===== src/bmba_regs.svh =====
// Purpose: Named offsets, fields, reset values and counts of the memory bus arbiter.
// Assumes: Included by its bare name from the package and the arbiter.
// Notes:   Every register is one aligned 32-bit word; unused bits read as zero.
`ifndef BMBA_REGS_SVH
`define BMBA_REGS_SVH

`define BMBA_OFF_CTRL       8'h00
`define BMBA_OFF_CFG        8'h04
`define BMBA_OFF_STAT       8'h08
`define BMBA_OFF_ISR        8'h0c
`define BMBA_OFF_IMR        8'h10

`define BMBA_CTRL_START     0
`define BMBA_CTRL_STOP      1
`define BMBA_CTRL_RRESET    2
`define BMBA_CTRL_SHARED    3

`define BMBA_CFG_BURST_LO   0
`define BMBA_CFG_BURST_HI   3
`define BMBA_CFG_THR_LO     4
`define BMBA_CFG_THR_HI     7
`define BMBA_CFG_BURST_RST  4'h8
`define BMBA_CFG_THR_RST    4'h8

`define BMBA_INT_ERR        0
`define BMBA_INT_BURST      1
`define BMBA_INT_WORD       2
`define BMBA_INT_W          3

`define BMBA_ST_RESET       6'h01
`define BMBA_ST_IDLE        6'h02
`define BMBA_ST_LOCAL       6'h04
`define BMBA_ST_REMOTE      6'h08
`define BMBA_ST_GAP         6'h10
`define BMBA_ST_CPU         6'h20

`define BMBA_WORD_LAST      2'h1
`define BMBA_BURST_FULL     5'h10
`define BMBA_RESP_OKAY      2'h0
`define BMBA_RESP_SLVERR    2'h2

`endif


===== src/bmba_pkg.sv =====
// Purpose: Types shared by the memory bus arbiter.
// Assumes: The register header is on the include path.
// Notes:   State codes are one-hot so a status read shows the state directly.
`include "bmba_regs.svh"

package bmba_pkg;

    typedef enum logic [5:0] {
        BMBA_RESET  = `BMBA_ST_RESET,
        BMBA_IDLE   = `BMBA_ST_IDLE,
        BMBA_LOCAL  = `BMBA_ST_LOCAL,
        BMBA_REMOTE = `BMBA_ST_REMOTE,
        BMBA_GAP    = `BMBA_ST_GAP,
        BMBA_CPU    = `BMBA_ST_CPU
    } bmba_state_t;

    typedef struct packed {
        logic local_dma;
        logic remote_dma;
        logic cpu;
    } bmba_grant_t;

    typedef struct packed {
        logic [3:0] thresh;
        logic [3:0] burst;
    } bmba_cfg_t;

endpackage


===== src/bmba_arbiter.sv =====
// Purpose: Buffer memory bus arbiter with reset, idle and master states.
// Assumes: All requesters and error strobes run on aclk.
// Notes:   Registers are reached over an AXI4-Lite slave port.
// Operation
// - Device is only ever a slave on its host-side bus port.
// - Memory bus is master, CPU-accessed slave, or idle; never more.
// - Hard reset leaves reset state with receiver and transmitter disabled.
// - Stop command, register reset or hard reset return to reset state.
// - FIFO underflow, overflow or ring overflow return to reset state.
// - Software sets registers, then start moves reset to idle.
// - A FIFO request takes the arbiter from idle to driving the bus.
// - In I/O mode the remote DMA requests the bus when programmed.
// - In shared-memory mode the CPU reaches the bus directly.
// - Each local burst moves exactly the configured byte count then releases.
// - A new local burst waits until FIFO level exceeds the threshold.
// - In I/O mode all host data moves through the remote DMA port.
// - Local DMA preempts pending or running remote transfers.
// - After local DMA the remote DMA rearbitrates and resumes.
// - FIFO service during remote DMA follows the current remote word.
// - A gap follows local-to-remote handover so the CPU can contend.
// - Remote DMA never takes the RAM during a local burst.
// - Remote DMA arbitrates and releases the RAM once per word.
//
// The address map and the AXI4-Lite interface to the registers were left to the implementer.
`timescale 1ns/1ns
`default_nettype none
`include "bmba_regs.svh"

module bmba_arbiter #(
    parameter int ADDR_W = 8,
    parameter int LVL_W  = 5
) (
    input  wire logic              aclk,
    input  wire logic              aresetn,
    input  wire logic [ADDR_W-1:0] s_axi_awaddr,
    input  wire logic              s_axi_awvalid,
    output logic                   s_axi_awready,
    input  wire logic [31:0]       s_axi_wdata,
    input  wire logic [3:0]        s_axi_wstrb,
    input  wire logic              s_axi_wvalid,
    output logic                   s_axi_wready,
    output logic [1:0]             s_axi_bresp,
    output logic                   s_axi_bvalid,
    input  wire logic              s_axi_bready,
    input  wire logic [ADDR_W-1:0] s_axi_araddr,
    input  wire logic              s_axi_arvalid,
    output logic                   s_axi_arready,
    output logic [31:0]            s_axi_rdata,
    output logic [1:0]             s_axi_rresp,
    output logic                   s_axi_rvalid,
    input  wire logic              s_axi_rready,
    input  wire logic              fifo_req,
    input  wire logic [LVL_W-1:0]  fifo_level,
    input  wire logic              rdma_req,
    input  wire logic              cpu_req,
    input  wire logic              fifo_underrun,
    input  wire logic              fifo_overrun,
    input  wire logic              ring_overflow,
    output bmba_pkg::bmba_grant_t  grant_q,
    output logic                   mem_cycle_q,
    output logic                   rxtx_en_q,
    output logic                   burst_done_q,
    output logic                   word_done_q,
    output logic                   irq_q
);

    ////////////////////////////////////////////////////////////////////////////////
    bmba_pkg::bmba_state_t state_q;
    bmba_pkg::bmba_state_t state_d;
    bmba_pkg::bmba_cfg_t   cfg_q;
    logic                  shared_q;
    logic [3:0]            byte_cnt_q;
    logic [1:0]            word_cnt_q;
    logic [`BMBA_INT_W-1:0] isr_q;
    logic [`BMBA_INT_W-1:0] imr_q;
    logic [`BMBA_INT_W-1:0] int_set;
    logic [`BMBA_INT_W-1:0] int_clr;
    logic [ADDR_W-1:0]     awaddr_q;
    logic [31:0]           wdata_q;
    logic                  wstrb0_q;
    logic                  aw_have_q;
    logic                  w_have_q;
    logic                  wr_fire;
    logic                  wr_hit;
    logic [31:0]           rd_mux;
    logic                  rd_hit;
    logic                  start_p;
    logic                  stop_p;
    logic                  rreset_p;
    logic                  err_any;
    logic                  abort;
    logic                  lreq;
    logic                  rem_ok;
    logic                  cpu_ok;
    logic [3:0]            burst_last;
    logic                  loc_end;
    logic                  rem_end;

    ////////////////////////////////////////////////////////////////////////////////
    // The port only answers; it never starts a transaction of its own.
    assign wr_fire = aw_have_q && w_have_q && !s_axi_bvalid;
    assign wr_hit  = (awaddr_q == `BMBA_OFF_CTRL) || (awaddr_q == `BMBA_OFF_CFG) ||
                     (awaddr_q == `BMBA_OFF_STAT) || (awaddr_q == `BMBA_OFF_ISR) ||
                     (awaddr_q == `BMBA_OFF_IMR);

    always_ff @(posedge aclk) begin
        if (!aresetn) begin
            s_axi_awready <= 1'b0;
            aw_have_q     <= 1'b0;
            awaddr_q      <= '0;
        end else if (s_axi_awvalid && s_axi_awready) begin
            s_axi_awready <= 1'b0;
            aw_have_q     <= 1'b1;
            awaddr_q      <= s_axi_awaddr;
        end else if (wr_fire) begin
            aw_have_q     <= 1'b0;
        end else if (!aw_have_q && !s_axi_bvalid) begin
            s_axi_awready <= 1'b1;
        end
    end

    always_ff @(posedge aclk) begin
        if (!aresetn) begin
            s_axi_wready <= 1'b0;
            w_have_q     <= 1'b0;
            wdata_q      <= '0;
            wstrb0_q     <= 1'b0;
        end else if (s_axi_wvalid && s_axi_wready) begin
            s_axi_wready <= 1'b0;
            w_have_q     <= 1'b1;
            wdata_q      <= s_axi_wdata;
            wstrb0_q     <= s_axi_wstrb[0];
        end else if (wr_fire) begin
            w_have_q     <= 1'b0;
        end else if (!w_have_q && !s_axi_bvalid) begin
            s_axi_wready <= 1'b1;
        end
    end

    always_ff @(posedge aclk) begin
        if (!aresetn) begin
            s_axi_bvalid <= 1'b0;
            s_axi_bresp  <= `BMBA_RESP_OKAY;
        end else if (wr_fire) begin
            s_axi_bvalid <= 1'b1;
            s_axi_bresp  <= wr_hit ? `BMBA_RESP_OKAY : `BMBA_RESP_SLVERR;
        end else if (s_axi_bready) begin
            s_axi_bvalid <= 1'b0;
        end
    end

    // Only byte lane 0 carries fields; other lanes are ignored.
    assign start_p  = wr_fire && wstrb0_q && (awaddr_q == `BMBA_OFF_CTRL) &&
                      wdata_q[`BMBA_CTRL_START];
    assign stop_p   = wr_fire && wstrb0_q && (awaddr_q == `BMBA_OFF_CTRL) &&
                      wdata_q[`BMBA_CTRL_STOP];
    assign rreset_p = wr_fire && wstrb0_q && (awaddr_q == `BMBA_OFF_CTRL) &&
                      wdata_q[`BMBA_CTRL_RRESET];
    assign int_clr  = (wr_fire && wstrb0_q && (awaddr_q == `BMBA_OFF_ISR)) ?
                      wdata_q[`BMBA_INT_W-1:0] : '0;

    always_ff @(posedge aclk) begin
        if (!aresetn) begin
            shared_q <= 1'b0;
            cfg_q    <= '{thresh: `BMBA_CFG_THR_RST, burst: `BMBA_CFG_BURST_RST};
            imr_q    <= '0;
        end else if (wr_fire && wstrb0_q) begin
            if (awaddr_q == `BMBA_OFF_CTRL) begin
                shared_q <= wdata_q[`BMBA_CTRL_SHARED];
            end
            if (awaddr_q == `BMBA_OFF_CFG) begin
                cfg_q.burst  <= wdata_q[`BMBA_CFG_BURST_HI:`BMBA_CFG_BURST_LO];
                cfg_q.thresh <= wdata_q[`BMBA_CFG_THR_HI:`BMBA_CFG_THR_LO];
            end
            if (awaddr_q == `BMBA_OFF_IMR) begin
                imr_q <= wdata_q[`BMBA_INT_W-1:0];
            end
        end
    end

    ////////////////////////////////////////////////////////////////////////////////
    always_comb begin
        rd_mux = '0;
        rd_hit = 1'b1;
        case (s_axi_araddr)
            `BMBA_OFF_CTRL: rd_mux[`BMBA_CTRL_SHARED] = shared_q;
            `BMBA_OFF_CFG:  rd_mux[7:0] = {cfg_q.thresh, cfg_q.burst};
            `BMBA_OFF_STAT: rd_mux[6:0] = {rxtx_en_q, state_q};
            `BMBA_OFF_ISR:  rd_mux[`BMBA_INT_W-1:0] = isr_q;
            `BMBA_OFF_IMR:  rd_mux[`BMBA_INT_W-1:0] = imr_q;
            default:        rd_hit = 1'b0;
        endcase
    end

    always_ff @(posedge aclk) begin
        if (!aresetn) begin
            s_axi_arready <= 1'b0;
            s_axi_rvalid  <= 1'b0;
            s_axi_rdata   <= '0;
            s_axi_rresp   <= `BMBA_RESP_OKAY;
        end else if (s_axi_arvalid && s_axi_arready) begin
            s_axi_arready <= 1'b0;
            s_axi_rvalid  <= 1'b1;
            s_axi_rdata   <= rd_mux;
            s_axi_rresp   <= rd_hit ? `BMBA_RESP_OKAY : `BMBA_RESP_SLVERR;
        end else if (s_axi_rvalid && s_axi_rready) begin
            s_axi_rvalid  <= 1'b0;
        end else if (!s_axi_rvalid) begin
            s_axi_arready <= 1'b1;
        end
    end

    ////////////////////////////////////////////////////////////////////////////////
    assign err_any = fifo_underrun || fifo_overrun || ring_overflow;
    assign abort   = stop_p || rreset_p || err_any;
    // Threshold gating also covers the first burst, so a FIFO that asks early waits.
    assign lreq    = fifo_req && (fifo_level > LVL_W'(cfg_q.thresh));
    assign rem_ok  = rdma_req && !shared_q;
    assign cpu_ok  = cpu_req && shared_q;
    // A burst field of zero wraps to the full sixteen bytes.
    assign burst_last = cfg_q.burst - 4'h1;
    assign loc_end = (byte_cnt_q == burst_last);
    assign rem_end = (word_cnt_q == `BMBA_WORD_LAST);

    always_comb begin
        state_d = state_q;
        case (state_q)
            bmba_pkg::BMBA_RESET: begin
                if (start_p) begin
                    state_d = bmba_pkg::BMBA_IDLE;
                end
            end
            bmba_pkg::BMBA_IDLE: begin
                if (lreq) begin
                    state_d = bmba_pkg::BMBA_LOCAL;
                end else if (rem_ok) begin
                    state_d = bmba_pkg::BMBA_REMOTE;
                end else if (cpu_ok) begin
                    state_d = bmba_pkg::BMBA_CPU;
                end
            end
            bmba_pkg::BMBA_LOCAL: begin
                if (loc_end) begin
                    state_d = (rem_ok || cpu_ok) ? bmba_pkg::BMBA_GAP
                                                 : bmba_pkg::BMBA_IDLE;
                end
            end
            bmba_pkg::BMBA_REMOTE: begin
                if (rem_end) begin
                    state_d = lreq ? bmba_pkg::BMBA_LOCAL : bmba_pkg::BMBA_IDLE;
                end
            end
            bmba_pkg::BMBA_GAP: begin
                // The break hands the first chance to the CPU or remote side.
                if (cpu_ok) begin
                    state_d = bmba_pkg::BMBA_CPU;
                end else if (rem_ok) begin
                    state_d = bmba_pkg::BMBA_REMOTE;
                end else if (lreq) begin
                    state_d = bmba_pkg::BMBA_LOCAL;
                end else begin
                    state_d = bmba_pkg::BMBA_IDLE;
                end
            end
            bmba_pkg::BMBA_CPU: begin
                if (!cpu_ok) begin
                    state_d = bmba_pkg::BMBA_IDLE;
                end
            end
            default: state_d = bmba_pkg::BMBA_RESET;
        endcase
        if (abort) begin
            state_d = bmba_pkg::BMBA_RESET;
        end
    end

    always_ff @(posedge aclk) begin
        if (!aresetn) begin
            state_q <= bmba_pkg::BMBA_RESET;
        end else begin
            state_q <= state_d;
        end
    end

    always_ff @(posedge aclk) begin
        if (!aresetn || state_q != bmba_pkg::BMBA_LOCAL) begin
            byte_cnt_q <= '0;
        end else begin
            byte_cnt_q <= byte_cnt_q + 4'h1;
        end
    end

    always_ff @(posedge aclk) begin
        if (!aresetn || state_q != bmba_pkg::BMBA_REMOTE) begin
            word_cnt_q <= '0;
        end else begin
            word_cnt_q <= word_cnt_q + 2'h1;
        end
    end

    // Outputs are decoded from the next state so they line up with state_q.
    always_ff @(posedge aclk) begin
        if (!aresetn) begin
            grant_q     <= '0;
            mem_cycle_q <= 1'b0;
            rxtx_en_q   <= 1'b0;
        end else begin
            grant_q.local_dma  <= (state_d == bmba_pkg::BMBA_LOCAL);
            grant_q.remote_dma <= (state_d == bmba_pkg::BMBA_REMOTE);
            grant_q.cpu        <= (state_d == bmba_pkg::BMBA_CPU);
            mem_cycle_q        <= (state_d == bmba_pkg::BMBA_LOCAL) ||
                                  (state_d == bmba_pkg::BMBA_REMOTE);
            rxtx_en_q          <= (state_d != bmba_pkg::BMBA_RESET);
        end
    end

    ////////////////////////////////////////////////////////////////////////////////
    always_ff @(posedge aclk) begin
        if (!aresetn) begin
            burst_done_q <= 1'b0;
            word_done_q  <= 1'b0;
        end else begin
            burst_done_q <= (state_q == bmba_pkg::BMBA_LOCAL) && loc_end && !abort;
            word_done_q  <= (state_q == bmba_pkg::BMBA_REMOTE) && rem_end && !abort;
        end
    end

    always_comb begin
        int_set = '0;
        int_set[`BMBA_INT_ERR]   = err_any;
        int_set[`BMBA_INT_BURST] = burst_done_q;
        int_set[`BMBA_INT_WORD]  = word_done_q;
    end

    // A set in the same cycle as a clear wins, so no event is lost.
    always_ff @(posedge aclk) begin
        if (!aresetn) begin
            isr_q <= '0;
            irq_q <= 1'b0;
        end else begin
            isr_q <= (isr_q & ~int_clr) | int_set;
            irq_q <= |(((isr_q & ~int_clr) | int_set) & imr_q);
        end
    end

    ////////////////////////////////////////////////////////////////////////////////
    logic [4:0] loc_len_q;
    logic [4:0] burst_exp;

    assign burst_exp = (cfg_q.burst == 4'h0) ? `BMBA_BURST_FULL : {1'b0, cfg_q.burst};

    always_ff @(posedge aclk) begin
        if (!aresetn || !grant_q.local_dma) begin
            loc_len_q <= '0;
        end else begin
            loc_len_q <= loc_len_q + 5'h01;
        end
    end
endmodule
`default_nettype wire


===== config.mk =====
export PLATFORM = sky130hd
export DESIGN_NAME = bmba_arbiter
export DESIGN_NICKNAME = d
export VERILOG_FILES = /design/src/bmba_pkg.sv /design/src/bmba_arbiter.sv
export VERILOG_INCLUDE_DIRS = /design/src /design/src/src
export SDC_FILE = /design/constraint.sdc
export NUM_CORES = 1
export LEC_CHECK = 0
export BUFFER_PORTS_ARGS = -buffer_cell sky130_fd_sc_hd__buf_2
export CAP_MARGIN = 20
export CORE_ASPECT_RATIO = 0.5
export CORE_MARGIN = 2
export CORE_UTILIZATION = 54
export CTS_CLUSTER_SIZE = 20
export DETAILED_ROUTE_END_ITERATION = 8
export PLACE_DENSITY_LB_ADDON = 0.1
export SLEW_MARGIN = 20
export SYNTH_ARGS = -nofsm -noshare
export SYNTH_HDL_FRONTEND = slang
export SYNTH_SLANG_ARGS = --single-unit

===== constraint.sdc =====
create_clock -name aclk -period 5.5 [get_ports aclk]
set_input_delay 1.1 -clock aclk [delete_from_list [all_inputs] [get_ports aclk]]
set_output_delay 1.1 -clock aclk [all_outputs]
set_load 0.02 [all_outputs]

Word-level counts from Yosys, hierarchy flattened
Index checks and enable logic that the tools add are counted.

word-level totals
  logic and storage cells = 147
  output and inout bits = 49
  register bits = 71
  bits of input ports = 70

operators by class
  $add $sub $neg = 3
  magnitude comparators = 1
  bitwise gates (word level) = 8
  muxes and demuxes = 28
  equal/unequal tests = 22
  reduce and logical (&&, ||, !) cells = 56

operator list
  operator                                              count
  2-to-1 mux 6 bit                                      9
  case mux 6 bit (6 select lines)                       1
  equality test 8 x 4 -> 1 bit (second input constant)  4
  logical AND 1 bit                                     21
  equality test 8 x 3 -> 1 bit (second input constant)  2
  equality test 8 x 5 -> 1 bit (second input constant)  2
  logical NOT 8 bit                                     2
  equality test 6 x 3 -> 1 bit (second input constant)  2
  equality test 6 x 4 -> 1 bit (second input constant)  2
  equality test 6 bit (second input constant)           2
  logical OR 1 bit                                      12
  case mux 3 bit (4 select lines)                       1
  AND reduction 2 bit                                   6
  2-to-1 mux 1 bit                                      9
  nonzero test 2 bit                                    4
  AND 3 bit                                             2
  equality test 6 x 1 -> 1 bit (second input constant)  1
  equality test 6 x 2 -> 1 bit (second input constant)  1
  equality test 6 x 5 -> 1 bit (second input constant)  1
  logical NOT 1 bit                                     6
  2-to-1 mux 3 bit                                      2
  != test 6 x 1 -> 1 bit (second input constant)        1
  != test 6 x 3 -> 1 bit (second input constant)        1
  != test 6 x 4 -> 1 bit (second input constant)        1
  17 further kinds                                      23

Depth between registers and ports, before layout
  depth in word-level cells = 10
  gate-level depth with buffers = 7
  mapped depth without buffers = 7

Least setup slack after synthesis
OpenSTA, ideal clock, no wires.

  path kind = input to register
  start = input fifo_overrun
  end = register grant_q[1] (netlist bit)
  library setup time = 0.114 ns
  stages on the path = 5
  data arrival time = 2.452 ns
  path slack = 2.933 ns
  buffers on the path = 1
  required time = 5.386 ns
  cell sequence = nor3_1 a21bo_2 or4b_1 buf_2 a2111oi_0

on the way
  longest elaborated chain between the ends = 5

RTL lines
  what                            RTL line             RTL
  start: declaration              bmba_arbiter.sv:57   input wire logic fifo_overrun,
  logical OR 1 bit (2 in series)  bmba_arbiter.sv:214  assign err_any = fifo_underrun || fifo_overrun || ring_overflow;
  logical OR 1 bit                bmba_arbiter.sv:215  assign abort = stop_p || rreset_p || err_any;
  2-to-1 mux 6 bit                bmba_arbiter.sv:272  if (abort) begin
  equality test 6 x 4 -> 1 bit    bmba_arbiter.sv:309  grant_q.remote_dma <= (state_d == bmba_pkg::BMBA_REMOTE);
  end: declaration                bmba_arbiter.sv:59   output bmba_pkg::bmba_grant_t grant_q,

No other way between the ends.
A chain may end at the register's enable or synchronous reset.

Final worst setup path
  start = input fifo_overrun
  end = register state_q[3]

on the way
  longest elaborated chain between the ends = 4

RTL lines
  what                            RTL line             RTL
  logical OR 1 bit (2 in series)  bmba_arbiter.sv:214
  logical OR 1 bit                bmba_arbiter.sv:215
  2-to-1 mux 6 bit                bmba_arbiter.sv:272
  end signal: assignment          bmba_arbiter.sv:279  state_q <= bmba_pkg::BMBA_RESET;
  end signal: assignment          bmba_arbiter.sv:281  state_q <= state_d;
  end: declaration                bmba_arbiter.sv:68   bmba_pkg::bmba_state_t state_q;

No other way between the ends.

==> out/results.ini <==
[run_status]
outcome=finished clean

[pwr]
powerDensity_nw_per_um2=295
p_leak_nw=1.68
ir_drop_mv=0.221

[timing]
min_period_over_period_pct=46.1
fin_setup_tns_ns=0
fin_crit_ns=2.54
setup_viol=0
worst_slew_pin_slew_ns=0.582
final-max-slew-violation-count=0
rsz0062_at_grt=no
report.final.hold_viol_count=0
skew_ns=0.00729
fmaxAchievable_mhz=394
hold_ws_ns=0.432
relSlewSlack_pct=60.8

[place]
place_inst=533
place.detailed.hpwl_um=5710
io_buffers=65
routabilityCongestion=0.859

[cts]
insertion_delay_ns=0.34
post_cts_buffers=0
cts_hold_buf=0
cts_sinks=69
cts_made_buffers=9
clk_pin_slew_ns=0.05
cts_buffer_depth=2
cts_tree=built
htreeDepth=3
cts-root-buf=clkbuf_16
cts_resized=0

[synthesis]
synth-warning-count=0
syn_inst=396
ys_ff_latch=69
synth_top_area_share_pct=41.3
ys_types=48
yosysTopAreaCell=dfxtp_1
synth_ff_type=dfxtp_1
synth_edf_count=0
synth.yosys.seq_area_share_pct=41.3
synthesis.area_um2=3350
postSynthAreaPerCell_um2=8.45
ys_async_sr_fraction_pct=0
synthTopCellsByArea=dfxtp_1 (41%), buf_4 (5.8%), a21oi_1 (5.4%)

[routing]
vias_per_cell=5.30
wl_per_cell_um=13.8
dr.pass1.iters=5
ant_nets=0
totalWireLength_um=7560
route.vias.total=2912
drtIter0Drc=158
drcViolationCount=0

[setup_path]
crit_path_start_kind=input pin
critical_path_arrival_ns=2.75
path_class=input pin to flip-flop
cp.required_ns=5.71
crit_path_end_kind=flip-flop
cp_max_fo=6

[global_route]
grt_max_degree=42
gr-total-overflow=0
grt_pass1_wl_um=12100
grt_pass1_vias=2630
antenna_found_initial=0
grt_usage_pct=23.3

[final_layout]
utilization_pct=64.6
areaGrowthSynthToFinish_pct=16.4
instances_no_fill=549
finalNetCount=533
final_layout_size_suffix_gt1_share_pct=20.2
insertedDiodeCount=0
final_common_cell=dfxtp_1
final_cell_mix=dfxtp_1 (69), buf_2 (65), nand2_1 (47)
n_fill_cell=540

[floorplanning]
die_h_um=59.7
start_util_pct=55.5
coreArea_um2=6030
dieArea_um2=6880
die_w_um=115
ioPinCount=119
row_count=20

[hold_path]
hp-class=flip-flop to flip-flop

[flow_run]
maxCapViolations=0

==> final cells by class <==
| class | count | area (µm²) | area share, % |
|---|---|---|---|
| clock buffer | 12 | 256 | 6.58 |
| clock inverter | 4 | 22.5 | 0.578 |
| inverter | 21 | 78.8 | 2.02 |
| multi-input combinational | 289 | 1720 | 44.0 |
| sequential | 69 | 1380 | 35.4 |
| tap | 88 | 110 | 2.83 |
| timing repair buffer | 66 | 333 | 8.54 |
==> metrics by stage <==
| stage | setup WS (ns) | power, mW | instance area, µm² |
|---|---|---|---|
| 2_1_floorplan | 2.93 | 0.609 | 3440 |
| 3_3_place_gp | 2.66 | 0.623 | 3620 |
| 3_5_place_dp | 2.64 | 0.626 | 3620 |
| 4_1_cts | 2.96 | 1.16 | 3900 |
| 5_1_grt | 2.81 | 1.19 | 3900 |
| 6_report | 2.96 | 1.15 | 3900 |
==> report_power, final <==
group | internal (mW) | switching [mW] | total [mW] | leakage, nW
Combinational | 0.0313 | 0.0605 | 0.0917 | 0.986
Clock | 0.327 | 0.208 | 0.535 | 0.138
Sequential | 0.512 | 0.0127 | 0.525 | 0.559
Total | 0.870 | 0.281 | 1.15 | 1.68
==> cell families (layout without fill, tap and decap cells) <==
group	after synthesis	in the layout	share of synthesized area, %
buffers and inverters	63	103	10.3
XOR/XNOR	10	10	2.62
AO/OA/AOI/OAI	71	71	13.8
other	1	26	0.112
flip-flops	69	69	41.3
multiplexers	16	16	4.90
AND/OR/NAND/NOR	159	159	24.4
adder cells (fa/ha/maj)	7	7	2.62
==> metal layers <==
| layer | vias up | wire length (µm) | track usage (%) |
|---|---|---|---|
| li1 | 1463 | - | - |
| met1 | 1326 | 3550 | 31.1 |
| met2 | 112 | 3300 | 35.9 |
| met3 | 11 | 630 | 6.80 |
| met4 | 0 | 73 | 9.29 |
| met5 | - | 0 | 0 |
==> state kept, by name, indices dropped and copies added, names as in the netlist, 3 cells and up <==
signal / flops
byte_cnt_q: 4
state_q: 6
cfg_q: 8
imr_q: 3
isr_q: 3
wdata_q: 8
grant_q: 3
s_axi_rdata: 8
awaddr_q: 8
==> critical path, stage by stage <==
cell	delay, ns
buf_2	0.10
nor3_1	0.26
a21bo_2	0.30
or4b_1	0.63
a2111oi_0	0.37
==> cell usage after synthesis (all sizes together), types with 3 or more instances <==
| cell type | n |
|---|---|
| nor4 | 4 |
| dfxtp | 69 |
| nand3 | 23 |
| ha | 7 |
| nand4 | 6 |
| mux2i | 13 |
| nand4b | 5 |
| and2 | 5 |
| a21oi | 36 |
| nor3 | 13 |
| a32oi | 3 |
| nor2b | 7 |
| nor2 | 33 |
| or4b | 4 |
| o21ai | 10 |
| a22o | 7 |
| clkbuf | 10 |
| nand2 | 47 |
| xnor2 | 5 |
| buf | 32 |
| inv | 21 |
| mux2 | 3 |
| xor2 | 5 |
==> worst paths after layout <==
kind                                 start                       end  slack [ns]  cells past startpoint
hold reg to reg   word_cnt_q[0]$_SDFF_PP0_  word_cnt_q[0]$_SDFF_PP0_        0.43                      1
hold / removal    word_cnt_q[0]$_SDFF_PP0_  word_cnt_q[0]$_SDFF_PP0_        0.43                      1
setup reg to reg     state_q[4]$_SDFF_PN0_     state_q[3]$_SDFF_PN0_        3.26                      5
setup / recovery              fifo_overrun     state_q[3]$_SDFF_PN0_        2.96                      5
Note: power is estimated with default switching activity, not from simulation.
